File: config.mk
export PLATFORM = sky130hd
export DESIGN_NAME = scsx_slave
export DESIGN_NICKNAME = d
export VERILOG_FILES = /design/src/hdl/scsx_pkg.sv /design/src/hdl/scsx_fifo.sv /design/src/hdl/scsx_slave.sv
export SDC_FILE = /design/constraint.sdc
export NUM_CORES = 1
export LEC_CHECK = 0
export BUFFER_PORTS_ARGS = -buffer_cell sky130_fd_sc_hd__buf_2
export CELL_PAD_IN_SITES_DETAIL_PLACEMENT = 1
export CELL_PAD_IN_SITES_GLOBAL_PLACEMENT = 1
export CORE_ASPECT_RATIO = 1.5
export CORE_MARGIN = 1
export CORE_UTILIZATION = 44
export DETAILED_ROUTE_END_ITERATION = 16
export GPL_TIMING_DRIVEN = 0
export PLACE_DENSITY_LB_ADDON = 0.1
export SLEW_MARGIN = 25
export SYNTH_ARGS = -nofsm -noshare
export SYNTH_HDL_FRONTEND = slang
export SYNTH_SLANG_ARGS = --single-unit
File: constraint.sdc
create_clock -name i_clk_sys -period 2.1 [get_ports i_clk_sys]
set_input_delay 0.42 -clock i_clk_sys [delete_from_list [all_inputs] [get_ports i_clk_sys]]
set_output_delay 0.42 -clock i_clk_sys [all_outputs]
set_load 0.03 [all_outputs]
File: src/hdl/scsx_pkg.sv
package scsx_pkg;

   // ****************************************
   // register field positions
   // ****************************************
   localparam int MC_PWR  = 7;
   localparam int MC_TXE  = 6;
   localparam int MC_RXE  = 5;
   localparam int MC_DIR  = 4;
   localparam int MC_TMS  = 1;
   localparam int MC_SCE  = 0;
   localparam int CS_CKP  = 4;
   localparam int CS_DAP  = 3;
   localparam int CS_CKS0 = 0;
   localparam int LS_CL0  = 0;

   // ****************************************
   // codes, widths, reset values
   // ****************************************
   localparam logic [2:0] CKS_EXT     = 3'h7;
   localparam logic [3:0] WL_8BIT     = 4'h0;
   localparam int         WORD_BITS   = 8;
   localparam int         FIFO_DEPTH  = 8;
   localparam logic [2:0] LAST_BIT    = 3'h7;
   localparam logic [7:0] DATA_RST    = 8'h00;
   localparam logic [2:0] CNT_RST     = 3'h0;

   // ****************************************
   // types
   // ****************************************
   typedef enum logic [1:0] {
      ST_IDLE,
      ST_ARMED,
      ST_SHIFT
   } scsx_state_t;

   typedef struct packed {
      logic block_enable;
      logic tx_enable;
      logic rx_enable;
      logic bit_order;
      logic cont_mode;
      logic continue_enable;
      logic clock_polarity;
      logic data_phase;
      logic ext_clock;
      logic len_8bit;
   } scsx_mode_t;

endpackage

File: src/hdl/scsx_fifo.sv
`timescale 1ns/1ns
`default_nettype none
module scsx_fifo #(
   parameter int W = 8,
   parameter int D = 8
) (
   // clock and reset
   input  wire logic         i_clk_sys,
   input  wire logic         i_arst_n,
   // fill side
   input  wire logic         i_valid,
   output logic              o_ready,
   input  wire logic [W-1:0] i_data,
   // drain side
   output logic              o_valid,
   input  wire logic         i_ready,
   output logic [W-1:0]      o_data
);
   localparam int AW = $clog2(D);

   logic [W-1:0] mem_r [D];
   logic [AW:0]  cnt_r;
   logic [AW-1:0] wp_r;
   logic [AW-1:0] rp_r;
   logic         push;
   logic         pop;

   assign o_ready = (cnt_r != (AW+1)'(D));
   assign push    = i_valid & o_ready;
   assign pop     = (cnt_r != '0) & (~o_valid | i_ready);

   always_ff @(posedge i_clk_sys) begin
      if (push) begin
         mem_r[wp_r] <= i_data;
      end
   end

   always_ff @(posedge i_clk_sys or negedge i_arst_n) begin
      if (!i_arst_n) begin
         wp_r  <= '0;
         rp_r  <= '0;
         cnt_r <= '0;
      end else begin
         if (push) wp_r <= wp_r + 1'b1;
         if (pop) rp_r <= rp_r + 1'b1;
         cnt_r <= cnt_r + (AW+1)'(push) - (AW+1)'(pop);
      end
   end

   // output stage is a register fed from the array
   always_ff @(posedge i_clk_sys or negedge i_arst_n) begin
      if (!i_arst_n) begin
         o_valid <= 1'b0;
         o_data  <= '0;
      end else if (pop) begin
         o_valid <= 1'b1;
         o_data  <= mem_r[rp_r];
      end else if (i_ready) begin
         o_valid <= 1'b0;
      end
   end
endmodule
`default_nettype wire

File: src/hdl/scsx_slave.sv
`timescale 1ns/1ns
`default_nettype none
// What the document asks of this block, its software and the master
// RL1 - software selects slave mode by writing 07H to clock_select_reg
// RL2 - decode: MSB first 0, type 1 is 00, clock 111 external, length 0000
// RL3 - software writes 00H to length_select_reg for 8-bit words
// RL4 - software writes A3H to mode_control_reg for continuous receive
// RL5 - software writes E3H to mode_control_reg for continuous transmit/receive
// RL6 - receive-only: dummy read of rx holding sets transfer-active, then wait
// RL7 - transmit/receive: tx holding write sets transfer-active, then wait for clock
// RL8 - master must not clock before the dummy read or transmit write
// RL9 - shift out and sample in, both on the external serial clock
// RL10 - word received: raise rx-done, word readable in rx holding
// RL11 - receive-only with continue-enable: further clocks start next word
// RL12 - continue-enable cleared: transfer-active drops when the word completes
// RL13 - continuous: tx-ready when holding moves into the shift register
// RL14 - transmit/receive: continue if new data written, else stop at word end
// RL15 - software checks transfer-active is 0 before clearing enables
// RL16 - next word before read: rx-done again and overrun set (the code sets overrun in continuous mode only)
// RL17 - on overrun the rx holding is overwritten
// RL18 - overrun if unread half a clock before the last bit sample
// RL19 - overrun in continuous mode ends the sequence
// RL20 - software clears overrun then reads rx holding
// RL21 - single mode: no tx-ready, rx-done at every end even transmit-only
// RL22 - single mode: tx write while active is ignored
// RL23 - software clears block enable and reinitialises after bad rewrites
// RL24 - overrun stays set until software clears it
module scsx_slave (
   // clock and reset
   input  wire logic       i_clk_sys,
   input  wire logic       i_arst_n,
   // configuration registers
   input  wire logic [7:0] i_mode_control_reg,
   input  wire logic [7:0] i_clock_select_reg,
   input  wire logic [7:0] i_length_select_reg,
   // transmit holding write
   input  wire logic       i_tx_wr,
   input  wire logic [7:0] i_tx_data,
   // receive holding read
   input  wire logic       i_rx_rd,
   output logic            o_rx_rd_ok,
   output logic [7:0]      o_rx_holding_reg,
   // received word stream
   output logic            o_rx_valid,
   input  wire logic       i_rx_ready,
   output logic [7:0]      o_rx_data,
   // status and events
   input  wire logic       i_overrun_clr,
   output logic            o_transfer_active_flag,
   output logic            o_overrun_flag,
   output logic            o_rx_done_irq,
   output logic            o_tx_ready_irq,
   // serial pins
   input  wire logic       i_serial_clock_pin,
   input  wire logic       i_serial_in_pin,
   output logic            o_serial_out_pin
);

   // ****************************************
   // mode decode
   // ****************************************
   scsx_pkg::scsx_mode_t mode;
   logic                 en;

   always_comb begin
      mode.block_enable    = i_mode_control_reg[scsx_pkg::MC_PWR];
      mode.tx_enable       = i_mode_control_reg[scsx_pkg::MC_TXE];
      mode.rx_enable       = i_mode_control_reg[scsx_pkg::MC_RXE];
      mode.bit_order       = i_mode_control_reg[scsx_pkg::MC_DIR];
      mode.cont_mode       = i_mode_control_reg[scsx_pkg::MC_TMS];
      mode.continue_enable = i_mode_control_reg[scsx_pkg::MC_SCE];
      mode.clock_polarity  = i_clock_select_reg[scsx_pkg::CS_CKP];
      mode.data_phase      = i_clock_select_reg[scsx_pkg::CS_DAP];
      mode.ext_clock       = (i_clock_select_reg[scsx_pkg::CS_CKS0 +: 3]
                              == scsx_pkg::CKS_EXT); // RL2
      mode.len_8bit        = (i_length_select_reg[scsx_pkg::LS_CL0 +: 4]
                              == scsx_pkg::WL_8BIT); // RL2
   end

   // only the slave, 8-bit, data-phase-0 setup runs
   assign en = mode.block_enable & mode.ext_clock & mode.len_8bit & ~mode.data_phase;

   // ****************************************
   // pin synchronisers and clock edges
   // ****************************************
   logic sck_m_r;
   logic sck_s_r;
   logic sck_d_r;
   logic si_m_r;
   logic si_s_r;
   logic samp_ev;
   logic drv_ev;

   always_ff @(posedge i_clk_sys or negedge i_arst_n) begin
      if (!i_arst_n) begin
         sck_m_r <= 1'b1;
         sck_s_r <= 1'b1;
         sck_d_r <= 1'b1;
         si_m_r  <= 1'b0;
         si_s_r  <= 1'b0;
      end else begin
         sck_m_r <= i_serial_clock_pin;
         sck_s_r <= sck_m_r;
         sck_d_r <= sck_s_r;
         si_m_r  <= i_serial_in_pin;
         si_s_r  <= si_m_r;
      end
   end

   // type 1: sample on the rising edge, drive on the falling edge
   assign samp_ev = mode.clock_polarity ? (~sck_s_r & sck_d_r) : (sck_s_r & ~sck_d_r); // RL9
   assign drv_ev  = mode.clock_polarity ? (sck_s_r & ~sck_d_r) : (~sck_s_r & sck_d_r); // RL9

   // ****************************************
   // transfer control
   // ****************************************
   scsx_pkg::scsx_state_t state_r;
   scsx_pkg::scsx_state_t state_nxt;
   logic [2:0] cnt_r;
   logic [7:0] tx_sh_r;
   logic [7:0] tx_hold_r;
   logic       tx_full_r;
   logic [7:0] rx_sh_r;
   logic [7:0] rx_word;
   logic       rx_unread_r;
   logic       ovr_arm_r;
   logic       run;
   logic       done;
   logic       rd_acc;
   logic       wr_take;
   logic       start_tx;
   logic       start_rx;
   logic       ovr_evt;
   logic       cont;
   logic       reload;
   logic       fifo_rdy;

   assign run      = (state_r != scsx_pkg::ST_IDLE);
   assign done     = run & samp_ev & (cnt_r == scsx_pkg::LAST_BIT);
   assign rd_acc   = i_rx_rd & fifo_rdy;
   assign wr_take  = i_tx_wr & en & mode.tx_enable & ~(~mode.cont_mode & run); // RL22
   assign start_tx = wr_take & ~run; // RL7
   assign start_rx = rd_acc & en & mode.rx_enable & ~mode.tx_enable & ~run; // RL6
   assign ovr_evt  = done & mode.rx_enable & mode.cont_mode & ovr_arm_r; // RL16 RL18
   assign rx_word  = mode.bit_order ? {si_s_r, rx_sh_r[7:1]} : {rx_sh_r[6:0], si_s_r};

   always_comb begin
      if (!mode.cont_mode || ovr_evt) begin
         cont = 1'b0; // RL19
      end else if (mode.tx_enable) begin
         cont = tx_full_r | wr_take; // RL14
      end else begin
         cont = mode.continue_enable; // RL11 RL12
      end
   end

   assign reload = done & cont & mode.tx_enable;

   always_comb begin
      state_nxt = state_r;
      case (state_r)
         scsx_pkg::ST_IDLE: begin
            if (start_tx || start_rx) begin
               state_nxt = scsx_pkg::ST_ARMED;
            end
         end
         scsx_pkg::ST_ARMED: begin
            if (samp_ev) begin
               state_nxt = scsx_pkg::ST_SHIFT;
            end
         end
         scsx_pkg::ST_SHIFT: begin
            if (done) begin
               state_nxt = cont ? scsx_pkg::ST_ARMED : scsx_pkg::ST_IDLE; // RL12 RL14
            end
         end
         default: begin
            state_nxt = scsx_pkg::ST_IDLE;
         end
      endcase
      if (!en) begin
         state_nxt = scsx_pkg::ST_IDLE;
      end
   end

   always_ff @(posedge i_clk_sys or negedge i_arst_n) begin
      if (!i_arst_n) begin
         state_r <= scsx_pkg::ST_IDLE;
      end else begin
         state_r <= state_nxt;
      end
   end

   always_ff @(posedge i_clk_sys or negedge i_arst_n) begin
      if (!i_arst_n) begin
         cnt_r <= scsx_pkg::CNT_RST;
      end else if (!run || done) begin
         cnt_r <= scsx_pkg::CNT_RST;
      end else if (samp_ev) begin
         cnt_r <= cnt_r + 3'h1;
      end
   end

   // ****************************************
   // transmit path
   // ****************************************
   always_ff @(posedge i_clk_sys or negedge i_arst_n) begin
      if (!i_arst_n) begin
         tx_hold_r <= scsx_pkg::DATA_RST;
         tx_full_r <= 1'b0;
      end else begin
         if (wr_take) begin
            tx_hold_r <= i_tx_data;
         end
         // a write landing on a reload of older held data keeps the holding full
         if (!en) begin
            tx_full_r <= 1'b0;
         end else if (wr_take && run && (tx_full_r || !reload)) begin
            tx_full_r <= 1'b1;
         end else if (reload) begin
            tx_full_r <= 1'b0;
         end
      end
   end

   always_ff @(posedge i_clk_sys or negedge i_arst_n) begin
      if (!i_arst_n) begin
         tx_sh_r <= scsx_pkg::DATA_RST;
      end else if (start_tx) begin
         tx_sh_r <= i_tx_data;
      end else if (reload) begin
         tx_sh_r <= tx_full_r ? tx_hold_r : i_tx_data; // RL13
      end else if (drv_ev && state_r == scsx_pkg::ST_SHIFT && cnt_r != scsx_pkg::CNT_RST) begin
         tx_sh_r <= mode.bit_order ? {1'b0, tx_sh_r[7:1]} : {tx_sh_r[6:0], 1'b0}; // RL9
      end
   end

   always_ff @(posedge i_clk_sys or negedge i_arst_n) begin
      if (!i_arst_n) begin
         o_serial_out_pin <= 1'b0;
      end else if (en && mode.tx_enable) begin
         o_serial_out_pin <= mode.bit_order ? tx_sh_r[0] : tx_sh_r[7]; // RL9
      end else begin
         o_serial_out_pin <= 1'b0;
      end
   end

   // ****************************************
   // receive path
   // ****************************************
   always_ff @(posedge i_clk_sys or negedge i_arst_n) begin
      if (!i_arst_n) begin
         rx_sh_r <= scsx_pkg::DATA_RST;
      end else if (run && samp_ev) begin
         rx_sh_r <= rx_word; // RL9
      end
   end

   always_ff @(posedge i_clk_sys or negedge i_arst_n) begin
      if (!i_arst_n) begin
         o_rx_holding_reg <= scsx_pkg::DATA_RST;
      end else if (done && mode.rx_enable) begin
         o_rx_holding_reg <= rx_word; // RL10 RL17
      end
   end

   // set wins over a read in the same cycle
   always_ff @(posedge i_clk_sys or negedge i_arst_n) begin
      if (!i_arst_n) begin
         rx_unread_r <= 1'b0;
      end else if (done && mode.rx_enable) begin
         rx_unread_r <= 1'b1;
      end else if (rd_acc) begin
         rx_unread_r <= 1'b0;
      end
   end

   // half a serial period before the last sample the read must be done
   always_ff @(posedge i_clk_sys or negedge i_arst_n) begin
      if (!i_arst_n) begin
         ovr_arm_r <= 1'b0;
      end else if (!run || done) begin
         ovr_arm_r <= 1'b0;
      end else if (drv_ev && cnt_r == scsx_pkg::LAST_BIT) begin
         ovr_arm_r <= rx_unread_r & ~rd_acc; // RL18
      end
   end

   always_ff @(posedge i_clk_sys or negedge i_arst_n) begin
      if (!i_arst_n) begin
         o_overrun_flag <= 1'b0;
      end else if (ovr_evt) begin
         o_overrun_flag <= 1'b1; // RL16
      end else if (i_overrun_clr) begin
         o_overrun_flag <= 1'b0; // RL24
      end
   end

   // ****************************************
   // events and status
   // ****************************************
   always_ff @(posedge i_clk_sys or negedge i_arst_n) begin
      if (!i_arst_n) begin
         o_rx_done_irq  <= 1'b0;
         o_tx_ready_irq <= 1'b0;
      end else begin
         o_rx_done_irq  <= done & (mode.rx_enable | ~mode.cont_mode); // RL10 RL21
         o_tx_ready_irq <= mode.cont_mode & (start_tx | reload); // RL13 RL21
      end
   end

   assign o_transfer_active_flag = run;

   // accepted reads hand the unread word to the stream buffer
   scsx_fifo #(
      .W (scsx_pkg::WORD_BITS),
      .D (scsx_pkg::FIFO_DEPTH)
   ) u_rx_fifo (
      .i_clk_sys (i_clk_sys),
      .i_arst_n  (i_arst_n),
      .i_valid   (i_rx_rd & rx_unread_r),
      .o_ready   (fifo_rdy),
      .i_data    (o_rx_holding_reg),
      .o_valid   (o_rx_valid),
      .i_ready   (i_rx_ready),
      .o_data    (o_rx_data)
   );

   assign o_rx_rd_ok = fifo_rdy;

   // ****************************************
   // checks
   // ****************************************
   property p_rx_start;
      @(posedge i_clk_sys) disable iff (!i_arst_n)
      start_rx |=> o_transfer_active_flag && state_r == scsx_pkg::ST_ARMED;
   endproperty
   a_rx_start: assert property (p_rx_start) else $error("dummy read did not arm"); // RL6

   property p_tx_start;
      @(posedge i_clk_sys) disable iff (!i_arst_n)
      start_tx |=> o_transfer_active_flag && tx_sh_r == $past(i_tx_data);
   endproperty
   a_tx_start: assert property (p_tx_start) else $error("tx write did not arm"); // RL7

   property p_shift_msb;
      @(posedge i_clk_sys) disable iff (!i_arst_n)
      (drv_ev && state_r == scsx_pkg::ST_SHIFT && cnt_r != 3'h0 && !mode.bit_order
       && !start_tx && !reload && en && mode.tx_enable)
      |=> tx_sh_r == {$past(tx_sh_r[6:0]), 1'b0} ##1 o_serial_out_pin == $past(tx_sh_r[7]);
   endproperty
   a_shift_msb: assert property (p_shift_msb) else $error("msb-first shift wrong"); // RL9

   property p_rx_done;
      @(posedge i_clk_sys) disable iff (!i_arst_n)
      (done && mode.rx_enable) |=> o_rx_done_irq && o_rx_holding_reg == $past(rx_word);
   endproperty
   a_rx_done: assert property (p_rx_done) else $error("word not delivered"); // RL10

   property p_rx_cont;
      @(posedge i_clk_sys) disable iff (!i_arst_n)
      (done && en && mode.cont_mode && !mode.tx_enable && mode.continue_enable && !ovr_evt)
      |=> state_r == scsx_pkg::ST_ARMED;
   endproperty
   a_rx_cont: assert property (p_rx_cont) else $error("no continuation"); // RL11

   property p_rx_end;
      @(posedge i_clk_sys) disable iff (!i_arst_n)
      (done && !mode.tx_enable && !mode.continue_enable) |=> !o_transfer_active_flag;
   endproperty
   a_rx_end: assert property (p_rx_end) else $error("active not cleared"); // RL12

   property p_tx_ready;
      @(posedge i_clk_sys) disable iff (!i_arst_n)
      o_tx_ready_irq |-> $past(mode.cont_mode) && $past(start_tx || reload);
   endproperty
   a_tx_ready: assert property (p_tx_ready) else $error("stray tx-ready"); // RL13 RL21

   property p_tx_stop;
      @(posedge i_clk_sys) disable iff (!i_arst_n)
      (done && mode.tx_enable && !tx_full_r && !wr_take) |=> !o_transfer_active_flag;
   endproperty
   a_tx_stop: assert property (p_tx_stop) else $error("no stop without data"); // RL14

   property p_overrun;
      @(posedge i_clk_sys) disable iff (!i_arst_n)
      ovr_evt |=> o_overrun_flag && o_rx_done_irq && !o_transfer_active_flag;
   endproperty
   a_overrun: assert property (p_overrun) else $error("overrun mishandled"); // RL16 RL19

   property p_ovr_hold;
      @(posedge i_clk_sys) disable iff (!i_arst_n)
      (o_overrun_flag && !i_overrun_clr) |=> o_overrun_flag;
   endproperty
   a_ovr_hold: assert property (p_ovr_hold) else $error("overrun lost"); // RL24

   property p_single_ign;
      @(posedge i_clk_sys) disable iff (!i_arst_n)
      (i_tx_wr && !mode.cont_mode && run && !drv_ev) |=> $stable(tx_sh_r) && !tx_full_r;
   endproperty
   a_single_ign: assert property (p_single_ign) else $error("single write taken"); // RL22

endmodule
`default_nettype wire

Word-level counts from Yosys, hierarchy flattened --
Memories as Yosys holds them, arrays and structs flattened. A register that Yosys moved wholly into a read port is not among the register bits. Cells that the tools add are included.
Word-level totals: register bits after elaboration 60, bits in writable memories 64, input port bits 40, memories kept 1
Cells by class: $add $sub $neg 5, equality and inequality tests 9, multiplexer cells 33, bitwise operators 41, reductions and logical operators 28
Memories:
- u_rx_fifo.mem_r | depth 8, bits a word 8, read ports 1, clocked after Yosys merged registers in 1, write ports 1, RTL line scsx_fifo.sv:21 | logic [W-1:0] mem_r [D];
Operators by type and width (number):
- two-way mux 8 bit | 6
- bitwise AND 1 bit | 28
- two-way mux 1 bit | 20
- nonzero test 2 bit | 6
- adder 3 x 1 -> 3 bit, second input constant | 3
- != test 3 bit, second input constant | 3
- NOT 1 bit | 9
- logical AND 1 bit | 8
- two-way mux 2 bit | 4
- == test 3 bit, second input constant | 2
- two-way mux 3 bit | 2
- case mux 2 bit (3 select lines) | 1
- nonzero test 3 bit | 2
- adder 4 x 1 -> 4 bit | 1
- logical NOT 1 bit | 4
- logical NOT 4 bit | 1
- logical OR 1 bit | 4
- != test 4 bit, second input constant | 1
- bitwise OR 1 bit | 4
- nonzero test 4 bit | 1
- subtractor 4 x 1 -> 4 bit | 1
- != test 3 x 1 -> 1 bit, second input constant | 1
- AND reduction 3 bit | 1
- == test 2 x 1 -> 1 bit, second input constant | 1
- other kinds (2) | 2

Longest topological paths before layout --
depth after elaboration 17, gate-level depth with buffers 10

Hierarchy --
Synthesis repeated with hierarchy kept, for this count alone.
Unflattened totals: cell total of the unflattened synthesis 438, area total of the unflattened synthesis 5980.7 sq um
Modules (own cells, without submodules):
- scsx_fifo | instances 1, cells each 207, area each 3474.6 sq um, seq. area each 2397.3 sq um
- scsx_slave | instances 1, cells each 231, area each 2506.2 sq um, seq. area each 1229.9 sq um

Worst setup path before layout --
Ideal clock, no wire load.
path kind register to register, from reg u_rx_fifo.cnt_r[2], to mem u_rx_fifo.mem_r[0][0], enable pin, arrival 1.962 ns, path slack -0.246 ns, cell stages (with the launch flop) 8, period minus slack after synthesis 2.346 ns, path through dfrtp_1 -> inv_1 -> ha_1 -> or3b_2 -> and3_1 -> clkbuf_1 -> nand2b_1 -> nor3_1
On the way: cells in the longest elaborated chain, start to end 4
Ends and longest elaborated chain:
- start, declared | RTL line scsx_fifo.sv:22 | logic [AW:0] cnt_r;
- start signal, assigned | RTL line scsx_fifo.sv:46 | cnt_r <= cnt_r + (AW+1)'(push) - (AW+1)'(pop);
- != test 4 bit | RTL line scsx_fifo.sv:28 | assign o_ready = (cnt_r != (AW+1)'(D));
- via o_rx_rd_ok | RTL line scsx_slave.sv:41 | output logic o_rx_rd_ok,
- bitwise AND 1 bit | RTL line scsx_fifo.sv:29 | assign push = i_valid & o_ready;
- via u_rx_fifo.push | RTL line scsx_fifo.sv:25 | logic push;
- two-way mux 1 bit | RTL line scsx_fifo.sv:33 | if (push) begin
- two-way mux 1 bit (implied by the code) | RTL line scsx_fifo.sv:34 | mem_r[wp_r] <= i_data;
- end, declared | RTL line scsx_fifo.sv:21
The timed path passes the listed nets, and every way through them passes these cells.

Final worst setup path --
from reg u_rx_fifo.cnt_r[2], to out o_rx_rd_ok
On the way: cells in the longest elaborated chain, start to end 1
Ends and longest elaborated chain (RTL line):
- != test 4 bit | scsx_fifo.sv:28
- end, declared | scsx_slave.sv:41
No other way between the ends.

==> flow_metrics.py <==
metrics = {
    "min_path": {
        "min_from": "i_serial_clock_pin",
        "hp-class": "input port to flip-flop",
    },
    "routing": {
        "ant_nets": 0,
        "firstDrtPassIters": 4,
        "viasPerCell": 5.37,
        "avgRoutedWirePerCell_um": 18.9,
        "first_iter_violations": 84,
        "vias": 3572,
        "wl_um": 12600,
        "drc": 0,
    },
    "worst_setup_path": {
        "end_kind": "primary output",
        "critPathMaxFanout": 3,
        "crit_arrival_ns": 1.68,
        "crit_path_start_kind": "flip-flop",
        "r2r-start": "u_rx_fifo.cnt_r[3]",
        "crit_required_ns": 1.68,
        "critPathKind": "flip-flop to primary output",
        "startpoint": "u_rx_fifo.cnt_r[2]",
    },
    "clocking": {
        "cts.htree.levels": 4,
        "clk_path_buf_depth": 2,
        "clock-sinks": 132,
        "cts.clk_slew.worst_paths_ns": 0.06,
        "cts_tree": "done",
        "clk_latency_ns": 0.42,
        "cts_root_buf": "clkbuf_16",
        "cts_made_buffers": 17,
    },
    "finish": {
        "layout-drive-gt1-share_pct": 36.8,
        "top_register": "u_rx_fifo.mem_r",
        "syn_to_final_growth_pct": 24.9,
        "fin_nets": 545,
        "largest_reg_flops": 64,
        "antenna_cells": 0,
        "fillers": 1296,
    },
    "floorplanning": {
        "fp.dieH_um": 143,
        "die_w_um": 95.7,
        "rows": 51,
        "die-area_um2": 13600,
        "ios": 63,
        "core_area_um2": 12900,
        "initial_core_util_pct": 45.0,
    },
    "placed_design": {
        "place.gp.congestion": 0.723,
        "port_buffers": 52,
        "hpwl_um": 8630,
        "place_ws_ns": -0.241,
    },
    "global_route": {
        "track_usage_pct": 20.5,
        "grt_first_pass_wirelength_um": 20600,
        "grt_pass1_vias": 3961,
        "grt.overflow.total": 0,
        "antenna_found_initial": 0,
        "grt_max_degree": 51,
    },
    "sta": {
        "fmaxAchievable_ghz": 0.477,
        "post-route-period-util_pct": 99.8,
        "setup_viol": 0,
        "hold_viol": 0,
        "fin_skew_ns": 0.00979,
        "setup_ws_ns": 0.00323,
        "relSlewSlack_pct": 55.0,
        "final_max_slew_viol_count": 0,
        "setup_tns_ns": 0,
        "final.min_clock_period_ns": 2.10,
        "whs_ns": 0.107,
        "rsz0062_at_grt": "true",
        "tightestPinTransition_ns": 0.675,
    },
    "power_and_ir_drop": {
        "power_leakage_uw": 0.00314,
        "ir_drop_mv": 0.545,
        "power.density_nw_per_um2": 1020,
    },
    "synth": {
        "async_flop_share_pct": 51.5,
        "ys_ff_latch": 132,
        "synth_area_um2": 5800,
        "syn_nets": 463,
        "synth_edf_count": 64,
        "synthCells": 411,
        "synth.distinct_cells": 59,
        "yosysWarnings": 0,
        "ys_seq_area_share_pct": 62.6,
        "synthFlopType": "dfrtp_1",
        "avgSynthCellArea_um2": 14.1,
    },
    "run": {
        "cap_violations": 0,
    },
    "run_status": {
        "outcome": "completed",
    },
}
[routing by layer]
metal | vias to the layer above | wire (µm) | track usage (%)
met5 | - | 0 | 0
met4 | 0 | 174 | 7.31
li1 | 1679 | - | -
met2 | 54 | 7440 | 38.8
met1 | 1822 | 4600 | 21.4
met3 | 17 | 339 | 4.91
[synth_stat cells, types with 5 or more instances]
cell,number,share of area [%]
buf_2,5,0.43
edfxtp_1,64,33
ha_1,11,2.4
o22ai_1,7,0.76
a21oi_1,33,2.8
mux2i_1,25,4.3
inv_1,15,0.97
nand2_1,25,1.6
nand2b_1,9,0.97
clkbuf_1,6,0.39
nor2_1,28,1.8
dfrtp_1,65,28
nand3_1,5,0.43
o21ai_0,8,0.69
mux2_2,22,4.3
mux4_2,16,6.2
[kinds of logic after synthesis]
kind of cell,count (synthesis),share of synthesized area [%]
compound gates,62,6.45
xor+xnor,6,0.907
fa+ha+maj,13,2.91
buf+inv,35,2.94
flops,132,62.6
mux,65,15.3
simple gates,98,8.89
[final timing paths]
kind / to / slack (ns) / cells after the start
min: sck_m_r / 0.11 / 1
max: o_rx_rd_ok / 0.003 / 5
max in group asynchronous: sck_m_r / 1.09 / 3
max reg2reg: u_rx_fifo.cnt_r[2] / 0.04 / 10
min reg2reg: sck_s_r / 0.35 / 0
min in group asynchronous: u_rx_fifo.rp_r[2] / 0.43 / 2
[worst max-delay path: stages (launching register included)]
cell and delay (ns):
dfrtp_1 0.37, inv_2 0.11, ha_4 0.13, or3b_4 0.39, buf_6 0.13, buf_6 0.13
[stage by stage]
step | power, µW | area (µm²) | utilization [%] | std cells
final | 7360 | 7240 | 56.2 | 665
after global routing | 7690 | 7240 | 56.2 | 665
after CTS | 7340 | 7110 | 55.1 | 662
after detailed placement | 4100 | 6310 | 49.0 | 623
after global placement | 4060 | 6280 | 48.8 | 622
after floorplan | 3780 | 5830 | - | 411
[area by class of cell]
class | instances | area [µm²] | area share, %
buffer | 17 | 116 | 1.61
timing repair buffer | 65 | 418 | 5.77
multi-input combinational | 244 | 2190 | 30.2
sequential | 132 | 3630 | 50.1
inverter | 16 | 60.1 | 0.829
tap | 159 | 199 | 2.75
clock inverter | 14 | 203 | 2.80
clock buffer | 18 | 429 | 5.93
[placed cells by master, fill, tap and decap left out, types with 10 or more instances in the layout]
cell,instances
mux2i_1,25
nor2_1,21
clkbuf_16,17
dfrtp_1,64
inv_1,13
buf_4,10
mux2_2,22
edfxtp_1,64
a21oi_1,31
buf_2,55
nand2_1,24
mux4_2,16
[power by group]
| group | internal (µW) | total, µW | switching [µW] |
|---|---|---|---|
| Combinational | 549 | 1250 | 700 |
| Sequential | 2840 | 2940 | 101 |
| Clock | 2000 | 3160 | 1160 |
[timing repair]
| action | CTS | global route |
|---|---|---|
| buffers inserted | 5 | 5 |
| gates resized for setup | 23 | 26 |
| hold endpoints to repair | 18 | 0 |
| pin swaps | 3 | 5 |
| gates cloned | 1 | 0 |
| setup endpoints to repair | 79 | 72 |
| hold buffers | 1 | 0 |
No activity file was read; power rests on OpenSTA's default activity.
